## src/include/pdml_pkg.sv

```systemverilog
package pdml_pkg;
	// ****************************************
	// Register map
	// ****************************************
	localparam logic [11:0] cpu_control_status_addr = 12'h000;
	localparam logic [11:0] pd_status_addr = 12'h004;
	localparam logic [11:0] irq_enable_addr = 12'h008;
	localparam logic [31:0] cpu_control_status_reset = 32'h0000_0000;
	localparam logic [31:0] irq_enable_reset = 32'h0000_0000;

	// ****************************************
	// Field layout
	// ****************************************
	localparam int power_down_field_lsb = 10;
	localparam int power_down_field_msb = 15;
	localparam int gie_bit = 0;
	localparam int nonmaskable_irq_enable_bit = 1;

	// ****************************************
	// Field encodings
	// ****************************************
	localparam logic [5:0] power_down_field_none = 6'h00;
	localparam logic [5:0] power_down_field_halt_enabled = 6'h09;
	localparam logic [5:0] power_down_field_halt_any = 6'h11;
	localparam logic [5:0] power_down_field_pll_out = 6'h1a;
	localparam logic [5:0] power_down_field_pll_in = 6'h1c;

	// ****************************************
	// Timing
	// ****************************************
	localparam logic [3:0] entry_delay_cycles = 4'h9;
	localparam int pll_lock_us = 75;
	localparam int clk_mhz = 50;
	localparam int pll_lock_cycles = pll_lock_us * clk_mhz;
	localparam logic [3:0] wake_pulse_cycles = 4'h1;

	typedef enum logic [2:0] {
		pdml_run = 3'b000,
		pdml_arm = 3'b001,
		pdml_halt = 3'b011,
		pdml_wake = 3'b010,
		pdml_deep = 3'b110,
		pdml_lock = 3'b100
	} pdml_state_t;

	typedef struct packed {
		logic cpu_clock_enable;
		logic dma_clock_enable;
		logic pll_output_enable;
		logic pll_input_enable;
		logic io_freeze;
	} pdml_clk_t;

	typedef struct packed {
		logic service_request;
		logic resume;
	} pdml_wake_t;
endpackage

```

## src/hw/pdml_delay.sv

```systemverilog
module pdml_delay (
	// Clock and reset
	input wire logic pclk,
	input wire logic presetn,
	input wire logic ce,
	// Control
	input wire logic start,
	input wire logic clear,
	input wire logic [15:0] load,
	output logic done
);
	logic [15:0] count;
	logic busy;

	always_ff @(posedge pclk or negedge presetn) begin
		if (!presetn) begin
			count <= 16'h0000;
			busy <= 1'b0;
			done <= 1'b0;
		end else if (ce) begin
			done <= 1'b0;
			if (clear) begin
				busy <= 1'b0;
				count <= 16'h0000;
			end else if (start) begin
				busy <= 1'b1;
				count <= load;
			end else if (busy) begin
				if (count <= 16'h0001) begin
					busy <= 1'b0;
					done <= 1'b1;
				end else begin
					count <= count - 16'h0001;
				end
			end
		end
	end
endmodule

```

## src/hw/pdml_top.sv

```systemverilog
// Functional notes
// - Field bits 15..10 select mode and wake
// - Mode takes effect nine cycles after write
// - 001001 halts; enabled interrupt wakes
// - 010001 halts; any interrupt wakes
// - Light mode gates CPU clock, not interrupts
// - DMA clock keeps running in light mode
// - Non-enabled wake resumes without service
// - Enabled wake runs service then resumes
// - Service needs global and nonmaskable enables
// - 011010 stops PLL output clock
// - 011100 stops PLL input clock
// - Deep modes end only on reset
// - Deep modes keep register and RAM contents
// - Deep modes freeze functional outputs
// - Async peripherals unaffected, out of spec
// - After input-stop reset wait PLL lock
// - Only reference clock input is gated
module pdml_top #(
	parameter int lock_cycles = pdml_pkg::pll_lock_cycles
) (
	// APB
	input wire logic pclk,
	input wire logic presetn,
	input wire logic ce,
	input wire logic psel,
	input wire logic penable,
	input wire logic pwrite,
	input wire logic [11:0] paddr,
	input wire logic [31:0] pwdata,
	output logic [31:0] prdata,
	output logic pready,
	output logic pslverr,
	// Interrupt sources, raw and after enable masking
	input wire logic irq_pending,
	input wire logic irq_enabled_pending,
	// Clock tree controls
	output logic cpu_clock_enable,
	output logic dma_clock_enable,
	output logic pll_output_enable,
	output logic pll_input_enable,
	output logic io_freeze,
	output logic cpu_ready,
	// Wake signalling to the CPU
	output logic service_request,
	output logic resume
);
	// ****************************************
	// Registers
	// ****************************************
	logic [31:0] cpu_control_status;
	logic [31:0] irq_enable_register;
	pdml_pkg::pdml_state_t state;
	pdml_pkg::pdml_state_t next_state;
	logic [5:0] armed_field;
	logic [3:0] arm_count;
	logic lock_start;
	logic lock_done;
	logic pll_in_reset_seen;
	logic wr;
	logic rd;
	logic [5:0] field;
	logic wake_now;

	// Address decode, shared by read mux, error flag and write enables
	logic hit_csr;
	logic hit_status;
	logic hit_irq_en;
	logic addr_hit;
	logic [31:0] next_prdata;
	logic [31:0] next_cpu_control_status;

	// Next clock controls and wake pulses travel together
	pdml_pkg::pdml_clk_t next_clk;
	pdml_pkg::pdml_wake_t next_wake;

	assign wr = psel && penable && pwrite;
	assign rd = psel && !penable && !pwrite;
	assign field = cpu_control_status[pdml_pkg::power_down_field_msb:pdml_pkg::power_down_field_lsb];

	// ****************************************
	// Address decode
	// ****************************************
	assign hit_csr = paddr == pdml_pkg::cpu_control_status_addr;
	assign hit_status = paddr == pdml_pkg::pd_status_addr;
	assign hit_irq_en = paddr == pdml_pkg::irq_enable_addr;
	assign addr_hit = hit_csr || hit_status || hit_irq_en;

	// ****************************************
	// APB slave
	// ****************************************
	// Read data is picked in the setup cycle so prdata can come from a flop
	always_comb begin
		next_prdata = 32'h0000_0000;
		if (hit_csr) begin
			next_prdata = cpu_control_status;
		end else if (hit_irq_en) begin
			next_prdata = irq_enable_register;
		end else if (hit_status) begin
			next_prdata = {23'h00_0000, lock_start, state, armed_field[4:0]};
		end
	end

	// Zero wait states: pready high in every access phase
	always_ff @(posedge pclk or negedge presetn) begin
		if (!presetn) begin
			pready <= 1'b0;
			pslverr <= 1'b0;
			prdata <= 32'h0000_0000;
		end else if (ce) begin
			pready <= psel && !penable;
			// Unmapped reads return zero with an error; writes there are dropped
			pslverr <= psel && !penable && !addr_hit;
			if (rd) begin
				prdata <= next_prdata;
			end
		end
	end

	// Whole-word write only, so the field always changes in one step
	always_comb begin
		next_cpu_control_status = cpu_control_status;
		if (wr && pready && hit_csr) begin
			next_cpu_control_status = pwdata;
		end else if (state == pdml_pkg::pdml_wake) begin
			// Field returns to run once light mode ends, so it does not re-enter
			next_cpu_control_status[pdml_pkg::power_down_field_msb:pdml_pkg::power_down_field_lsb] = pdml_pkg::power_down_field_none;
		end
	end

	always_ff @(posedge pclk or negedge presetn) begin
		if (!presetn) begin
			cpu_control_status <= pdml_pkg::cpu_control_status_reset;
		end else if (ce) begin
			cpu_control_status <= next_cpu_control_status;
		end
	end

	always_ff @(posedge pclk or negedge presetn) begin
		if (!presetn) begin
			irq_enable_register <= pdml_pkg::irq_enable_reset;
		end else if (ce && wr && pready && hit_irq_en) begin
			irq_enable_register <= pwdata;
		end
	end

	// ****************************************
	// Entry delay and mode decode
	// ****************************************
	// Mode latched on entry so the gates below decode one stable value
	always_ff @(posedge pclk or negedge presetn) begin
		if (!presetn) begin
			armed_field <= pdml_pkg::power_down_field_none;
		end else if (ce && state == pdml_pkg::pdml_run && field != pdml_pkg::power_down_field_none) begin
			armed_field <= field;
		end
	end

	// Entry countdown, loaded on the first run cycle that sees a field
	always_ff @(posedge pclk or negedge presetn) begin
		if (!presetn) begin
			arm_count <= 4'h0;
		end else if (ce) begin
			if (state == pdml_pkg::pdml_run && field != pdml_pkg::power_down_field_none) begin
				arm_count <= pdml_pkg::entry_delay_cycles;
			end else if (state == pdml_pkg::pdml_arm && arm_count != 4'h0) begin
				arm_count <= arm_count - 4'h1;
			end
		end
	end

	assign wake_now = (armed_field == pdml_pkg::power_down_field_halt_enabled) ? irq_enabled_pending
		: irq_pending;

	always_comb begin
		next_state = state;
		case (state)
			pdml_pkg::pdml_run: begin
				if (field != pdml_pkg::power_down_field_none) begin
					next_state = pdml_pkg::pdml_arm;
				end
			end
			pdml_pkg::pdml_arm: begin
				// Decode and the clock flop cost two cycles, so leave two counts early
				// to keep the gate inside the nine-cycle entry window
				if (arm_count <= 4'h2) begin
					case (armed_field)
						pdml_pkg::power_down_field_halt_enabled,
						pdml_pkg::power_down_field_halt_any: next_state = pdml_pkg::pdml_halt;
						pdml_pkg::power_down_field_pll_out,
						pdml_pkg::power_down_field_pll_in: next_state = pdml_pkg::pdml_deep;
						default: next_state = pdml_pkg::pdml_arm;
					endcase
				end
				if (field == pdml_pkg::power_down_field_none || field != armed_field) begin
					next_state = pdml_pkg::pdml_run;
				end
			end
			pdml_pkg::pdml_halt: begin
				if (wake_now) begin
					next_state = pdml_pkg::pdml_wake;
				end
			end
			pdml_pkg::pdml_wake: next_state = pdml_pkg::pdml_run;
			pdml_pkg::pdml_deep: next_state = pdml_pkg::pdml_deep;
			pdml_pkg::pdml_lock: begin
				if (lock_done) begin
					next_state = pdml_pkg::pdml_run;
				end
			end
			default: next_state = pdml_pkg::pdml_run;
		endcase
	end

	always_ff @(posedge pclk or negedge presetn) begin
		if (!presetn) begin
			state <= pdml_pkg::pdml_lock;
		end else if (ce) begin
			state <= next_state;
		end
	end

	// ****************************************
	// PLL relock after reset
	// ****************************************
	// Every reset is treated as power-up, covering the input-stop wake too
	always_ff @(posedge pclk or negedge presetn) begin
		if (!presetn) begin
			pll_in_reset_seen <= 1'b0;
			lock_start <= 1'b0;
		end else if (ce) begin
			pll_in_reset_seen <= 1'b1;
			lock_start <= !pll_in_reset_seen;
		end
	end

	pdml_delay u_lock (
		.pclk(pclk),
		.presetn(presetn),
		.ce(ce),
		.start(lock_start),
		.clear(1'b0),
		.load(16'(lock_cycles)),
		.done(lock_done)
	);

	// ****************************************
	// Clock controls
	// ****************************************
	// Only the reference clock path is gated; other input clocks bypass us
	// Gates follow next_state so they switch on the same edge as the state
	always_comb begin
		// Light mode stops CPU core clock; interrupt logic is outside the gate
		next_clk.cpu_clock_enable = !(next_state == pdml_pkg::pdml_halt
			|| next_state == pdml_pkg::pdml_deep);
		next_clk.dma_clock_enable = next_state != pdml_pkg::pdml_deep;
		next_clk.pll_output_enable = !(next_state == pdml_pkg::pdml_deep
			&& armed_field == pdml_pkg::power_down_field_pll_out);
		next_clk.pll_input_enable = !(next_state == pdml_pkg::pdml_deep
			&& armed_field == pdml_pkg::power_down_field_pll_in);
		// Freeze holds outputs and state; nothing is cleared
		// Async peripherals are not behind this freeze
		next_clk.io_freeze = next_state == pdml_pkg::pdml_deep;
	end

	// Core and DMA gates
	always_ff @(posedge pclk or negedge presetn) begin
		if (!presetn) begin
			cpu_clock_enable <= 1'b1;
			dma_clock_enable <= 1'b1;
		end else if (ce) begin
			cpu_clock_enable <= next_clk.cpu_clock_enable;
			dma_clock_enable <= next_clk.dma_clock_enable;
		end
	end

	// PLL gates; once low they only come back through reset
	always_ff @(posedge pclk or negedge presetn) begin
		if (!presetn) begin
			pll_output_enable <= 1'b1;
			pll_input_enable <= 1'b1;
		end else if (ce) begin
			pll_output_enable <= next_clk.pll_output_enable;
			pll_input_enable <= next_clk.pll_input_enable;
		end
	end

	// Output freeze and CPU run permission
	always_ff @(posedge pclk or negedge presetn) begin
		if (!presetn) begin
			io_freeze <= 1'b0;
			cpu_ready <= 1'b0;
		end else if (ce) begin
			io_freeze <= next_clk.io_freeze;
			cpu_ready <= next_state != pdml_pkg::pdml_lock;
		end
	end

	// ****************************************
	// Wake signalling
	// ****************************************
	// Service needs both enables; without them the CPU only resumes
	always_comb begin
		next_wake.resume = state == pdml_pkg::pdml_halt && wake_now;
		next_wake.service_request = state == pdml_pkg::pdml_halt && irq_enabled_pending
			&& cpu_control_status[pdml_pkg::gie_bit]
			&& irq_enable_register[pdml_pkg::nonmaskable_irq_enable_bit];
	end

	always_ff @(posedge pclk or negedge presetn) begin
		if (!presetn) begin
			resume <= 1'b0;
		end else if (ce) begin
			resume <= next_wake.resume;
		end
	end

	always_ff @(posedge pclk or negedge presetn) begin
		if (!presetn) begin
			service_request <= 1'b0;
		end else if (ce) begin
			service_request <= next_wake.service_request;
		end
	end
endmodule

```

## config.mk

```make
export PLATFORM = sky130hd
export DESIGN_NAME = pdml_top
export DESIGN_NICKNAME = d
export VERILOG_FILES = /design/src/include/pdml_pkg.sv /design/src/hw/pdml_delay.sv /design/src/hw/pdml_top.sv
export SDC_FILE = /design/constraint.sdc
export NUM_CORES = 1
export LEC_CHECK = 0
export BUFFER_PORTS_ARGS = -buffer_cell sky130_fd_sc_hd__buf_2
export CAP_MARGIN = 20
export CORE_MARGIN = 3
export CORE_UTILIZATION = 50
export CTS_CLUSTER_DIAMETER = 150
export CTS_CLUSTER_SIZE = 12
export DETAILED_ROUTE_END_ITERATION = 6
export MAX_ROUTING_LAYER = met4
export PLACE_DENSITY_LB_ADDON = 0.15
export SLEW_MARGIN = 20
export SYNTH_ARGS = -nofsm -noshare
export SYNTH_HDL_FRONTEND = slang
export SYNTH_SLANG_ARGS = --single-unit
```

## constraint.sdc

```tcl
create_clock -name pclk -period 2.4 [get_ports pclk]
set_input_delay 0.12 -clock pclk [delete_from_list [all_inputs] [get_ports pclk]]
set_output_delay 0.12 -clock pclk [all_outputs]
set_load 0.01 [all_outputs]
```

Word-level counts from Yosys, hierarchy flattened:

Cells that the tools add are included.

* input bits: 52
* output and inout port bits: 42
* register bits: 139
* word-level logic and storage cells: 113

* equality and inequality tests: 17
* order comparisons: 2
* reductions and logical operators: 46
* mux-type cells: 24
* add/subtract/negate cells: 2

Operators with widths (number)
* $mux W32: 2
* $mux W16: 3
* $logic_and A1 B1 Y1: 20
* $eq A6 B5 Y1 const B: 3
* $le A16 B1 Y1 const B: 1
* $sub A16 B1 Y16 const B: 1
* $mux W3: 5
* $pmux W3 S5: 1
* $eq A12 B3 Y1 const B: 1
* $eq A12 B4 Y1 const B: 1
* $logic_not A12 Y1: 1
* $mux W6: 2
* $eq A3 B2 Y1 const B: 3
* $eq A3 B3 Y1 const B: 3
* $mux W9: 1
* $mux W4: 2
* $reduce_and A2 Y1: 4
* $logic_not A1 Y1: 7
* $mux W1: 7
* $eq A6 B4 Y1 const B: 1
* $logic_not A6 Y1: 1
* $ne A3 B3 Y1 const B: 2
* $ne A6 B6 Y1: 1
* $pmux W3 S2: 1
* other kinds (11): 17

Depth between registers and ports, before layout:

* word-level depth: 9
* mapped depth: 7

Hierarchy:

A second synthesis with hierarchy kept.

* cells, all modules: 608
* area total of the unflattened synthesis: 6513.7 um^2

By module, submodules not included
* pdml_top: sequential area each 3034.2 um^2, cells each 461, area each 5327.6 um^2, instances 1
* pdml_delay: sequential area each 450.4 um^2, cells each 147, area each 1186.1 um^2, instances 1

Least setup slack after synthesis:

Ideal clock, no wire load.

* kind: register -> register
* start: reg u_lock.count[0]
* end: reg u_lock.count[5]
* data arrival time: 2015 ps
* stages on the path, launching flop included: 8
* buffers on the path: 0
* library setup time: 69 ps
* slack: 316 ps
* path through: dfrtp_1 inv_1 ha_1 or2_2 nand3b_2 o21ai_2 or4b_2 nand3_1

* cells in the longest elaborated chain, start to end: 4
* elaborated cells between the ends (all ways): 7
* those cells by class: add/sub: 1; order compare: 1; eq/ne: 1; mux: 3; reduce/logical: 1

RTL lines
* start, declared: line pdml_delay.sv:12 `logic [15:0] count;`
* start signal, assigned: line pdml_delay.sv:27 `count <= load;`
* start signal, assigned: line pdml_delay.sv:33 `count <= count - 16'h0001;`
* $sub A16 B1 Y16: line pdml_delay.sv:33
* $mux W16: line pdml_delay.sv:29 `if (count <= 16'h0001) begin`
* $mux W16: line pdml_delay.sv:28 `end else if (busy) begin`
* $mux W16: line pdml_delay.sv:25 `end else if (start) begin`

Several ways; a longest one is shown, not always the timed one. The select of a mux whose other input is x is not followed.
A chain may end at the register's enable or synchronous reset.

Final worst setup path:

Same ends and word-level chain as after synthesis.

==> run summary <==
The switching power total came out at 1.54 mW. The I/O pin total is 94. The number of detailed-route iterations in the first pass is 5. The register clock-pin slew on the reported worst setup and hold paths came out at 0.05 ns. The worst setup path is of the reg2reg kind. The total vias in the final route is 4,682.

The worst slew slack as a fraction of its limit came out at 0.588. The total wire length came out at 14,400 um. The maximum number of pins on one net before global-route repair is 65. The maximum single-stage delay on the critical path is 0.63 ns. On the critical path the largest part of the delay comes from simple AND/OR/NAND/NOR gates. The share of total power dissipated in the clock network is 0.419. The instance area after placement came out at 7000 um^2. Based on the critical path, the design can be clocked at up to 451 MHz. The cell depth of the worst setup path came out at 7. The final routed wire length divided by cell count came out at 16.9 um. The root buffer cell chosen for the clock tree is sky130_fd_sc_hd__clkbuf_16. The number of antenna cells inserted came out at 0. The share of the synthesized area in the top cell type came out at 0.534.

For this design the static power due to leakage is 3.61 nW. The via count of the first global-routing pass is 4,892. TritonCTS built the clock tree. For this run, the register share of the synthesized area comes to 0.555.

In the synthesized netlist the async set-or-reset flop fraction comes to 1.00. Dividing the detail-routed via count by the number of cells gives 5.47. The number of buffers inserted to repair setup after CTS is 0. The worst supply voltage drop on vdd is 0.601 mV. The final layout contains 732 nets. The worst path buffer plus inverter count came out at 1.

The area growth from synthesis to layout came out at 26.0%. Data on the critical path arrives at its endpoint at 2.56 ns. Setup repair after global routing left no endpoint under its margin. Measured along the y axis, the die boundary spans 118 um. The summed negative setup slack over all endpoints came out at 0 ns. The final-report max-slew violation count is 0. The number of endpoints with negative hold slack in the final report came to 0. In this run, CTS created clock tree buffers numbering 17. The setup check on the worst reg-to-reg path leaves a slack of 0.18 ns. The number of enable flip-flop cells after synthesis is 0. The depth of the worst register-to-register path came out at 7. The number of placed instances with taps included came out at 790. Sorting the synthesized cells by area gives the leading types as sky130_fd_sc_hd__dfrtp_1 (53%), sky130_fd_sc_hd__mux2_2 (6.1%), sky130_fd_sc_hd__mux2_1 (5.4%), sky130_fd_sc_hd__a22oi_1 (3.8%), sky130_fd_sc_hd__nor2_1 (3.5%). The fraction of power consumed by combinational cells came out at 0.128.

The area of the die is 13,900 um^2. The largest area contributor in the netlist is sky130_fd_sc_hd__dfrtp_1. The cell internal power dissipation came out at 4.37 mW.

The category of the worst setup path launch point is a register. The total of max-cap violations is 0. Routability-driven placement finished with a final weighted congestion of 0.790.

The transition time at the pin with the least slew margin came out at 0.612 ns. Detailed placement ended at an HPWL of 9450 um. The path type of the worst min-delay path is in2reg.

The count of endpoints failing setup in the final report came out at 0. The first-iteration detailed-routing DRC count came out at 348. The share of post-route cells with drive strength above 1 came out at 0.285. The average footprint of a synthesized cell came out at 11.5 um^2. The required time of the worst setup path came out at 2.74 ns. The first global-routing pass estimated 24,500 um of wire. The tree built by TritonCTS fans out to 139 sinks. For the worst-skew pair, the clock arrives at the later sink with an insertion delay of 0.42 ns. The worst setup path is captured at a register. Leaving out filler cells and counting taps, the final layout contains 856. The finished cells cover 7920 um^2. The worst register-to-register path ends at u_lock.count[5]. The number of buffers on the longest clock path is 2.

By count the netlist is led by sky130_fd_sc_hd__dfrtp_1 (134), sky130_fd_sc_hd__nor2_1 (58), sky130_fd_sc_hd__mux2_2 (34), sky130_fd_sc_hd__nand2_1 (34), sky130_fd_sc_hd__a22oi_1 (32). The hold buffer count at CTS came out at 35. In this run the critical register-to-register path is launched from u_lock.count[0]. Before CTS, the worst setup slack after placement is 0.198 ns. In the global route stage, overall resource usage came out at 0.225. The most critical setup path has its endpoint at u_lock.count[5]. The post-synth net total is 601. Among all cell types in the netlist, the one instantiated most often is sky130_fd_sc_hd__dfrtp_1. The overflow left after global routing is 0. The count of distinct cell types in the synthesized netlist came out at 62. The level count of the clock H-tree came out at 4. The highest-delay cell along the critical path is sky130_fd_sc_hd__or4b_2. The initial antenna violation count came out at 0. The part of the cycle the worst path needs is 0.923. The start point of the critical path is u_lock.count[0]. The post-synthesis instance area came out at 6280 um^2. The horizontal die dimension came out at 118 um. Once routing completed, OpenROAD measured the worst setup slack at 0.185 ns. Synthesis produced a netlist whose cell count is 545. The floorplan row count came out at 40. The fraction of power spent switching nets is 0.261. The signal on the critical path passes through inv_1 > ha_1 > or2_2 > nand3b_2 > o21ai_2 > or4b_2 > nand3_1. The run finished with clean final reports.

Post-CTS repair changed the size of 0 cells. The antenna violation net count after detailed routing is 0. During synthesis, Yosys emitted a total of 0 warnings. The core area is 12,200 um^2.

Synthesis inferred 139 register bits. For this run, design rule violations remaining after detail routing come to 0. Input and output buffers added on the ports amount to 93.

The maximum net fanout on the critical path came out at 7. The post-route minimum period is 2.22 ns. The total power per unit cell area is 746 nW/um^2.

The proportion of power drawn by flip-flops and latches is 0.453. The setup skew after layout is 0.0129 ns. For this run, the leading register cell type out of synthesis is sky130_fd_sc_hd__dfrtp_1. The effective utilization at floorplan is 0.517. The utilization of the core after routing is 0.651.
-- flip-flops by register name, indices dropped and copies added (netlist names), 3 cells and up --
signal / flops
cpu_control_status: 32
armed_field: 6
state: 3
u_lock.count: 16
prdata: 32
irq_enable_register: 32
arm_count: 4
-- worst register-to-register path: cells and delay by family (launching register included) --
kind	cells	cell delay, ns
AOI/OAI and AO/OA	1	0.12
adders and majority gates	1	0.27
buffers and inverters	1	0.07
DFF	1	0.44
and+or+nand+nor	4	1.25
-- cell type report --
class,instances,area (um^2)
Inverter,10,37.5
Fill cell,957,4240
Timing Repair Buffer,144,992
Clock buffer,22,474
Clock inverter,9,90.1
Multi-Input combinational cell,364,2630
Tap cell,168,210
Sequential cell,139,3480
-- metrics by stage --
step | hold WS [ns] | total power, mW
detailed placement | 0.111 | 3.43
global route | 0.0187 | 6.18
floorplan | -0.176 | 3.09
global placement | 0.105 | 3.40
finish | 0.0171 | 5.91
CTS | 0.00176 | 5.96
-- metal layers --
metal  up-vias  wire (um)  global-route usage
li1       2234          -                   -
met1      2322       6730               0.300
met2       109       6880               0.348
met3        17        646              0.0529
met4         0        178              0.0659
met5         -          0                   -
-- how the worst min path moves through the flow --
stage	from	endpoint	slack [ns]	depth (start not counted)
floorplan	presetn	arm_count[0]	-0.18	0
global placement	presetn	u_lock.count[11]	0.10	1
detailed placement	presetn	u_lock.count[11]	0.11	1
CTS	psel	pready	0.002	3
global route	psel	pready	0.02	3
finish	psel	pready	0.02	3
-- cells by family after synthesis --
logic type                 Yosys count  share of synthesized area
AOI/OAI and AO/OA                  119                      0.131
xor gates and xnor gates            21                     0.0293
adders and majority gates            4                    0.00797
buffers and inverters               42                     0.0313
and+or+nand+nor                    154                      0.128
DFF                                139                      0.555
muxes                               66                      0.118
-- power by group through the flow --
stage | logic (mW) | registers, mW | clock network (mW)
final | 0.756 | 2.67 | 2.48
after global placement | 0.698 | 2.70 | 0
after global routing | 0.860 | 2.70 | 2.62
after CTS | 0.768 | 2.67 | 2.52
after detailed placement | 0.722 | 2.71 | 0
after floorplan | 0.354 | 2.73 | 0
-- layout by cell type, fill, tap and decap left out, types with 6 or more instances in the layout --
cell type	instances
sky130_fd_sc_hd__nor2_1	58
sky130_fd_sc_hd__mux2_2	34
sky130_fd_sc_hd__buf_4	12
sky130_fd_sc_hd__o21ai_0	13
sky130_fd_sc_hd__o2111ai_1	8
sky130_fd_sc_hd__clkbuf_16	17
sky130_fd_sc_hd__a31oi_1	12
sky130_fd_sc_hd__xnor2_1	6
sky130_fd_sc_hd__a21oi_1	29
sky130_fd_sc_hd__mux2_1	30
sky130_fd_sc_hd__inv_1	10
sky130_fd_sc_hd__a22oi_1	32
sky130_fd_sc_hd__dfrtp_1	134
sky130_fd_sc_hd__nand2_1	34
sky130_fd_sc_hd__buf_2	92
sky130_fd_sc_hd__xor2_1	15
sky130_fd_sc_hd__nand3_1	8
sky130_fd_sc_hd__nor4_1	10
sky130_fd_sc_hd__dlygate4sd3_1	35
(Power assumes the default switching activity.)
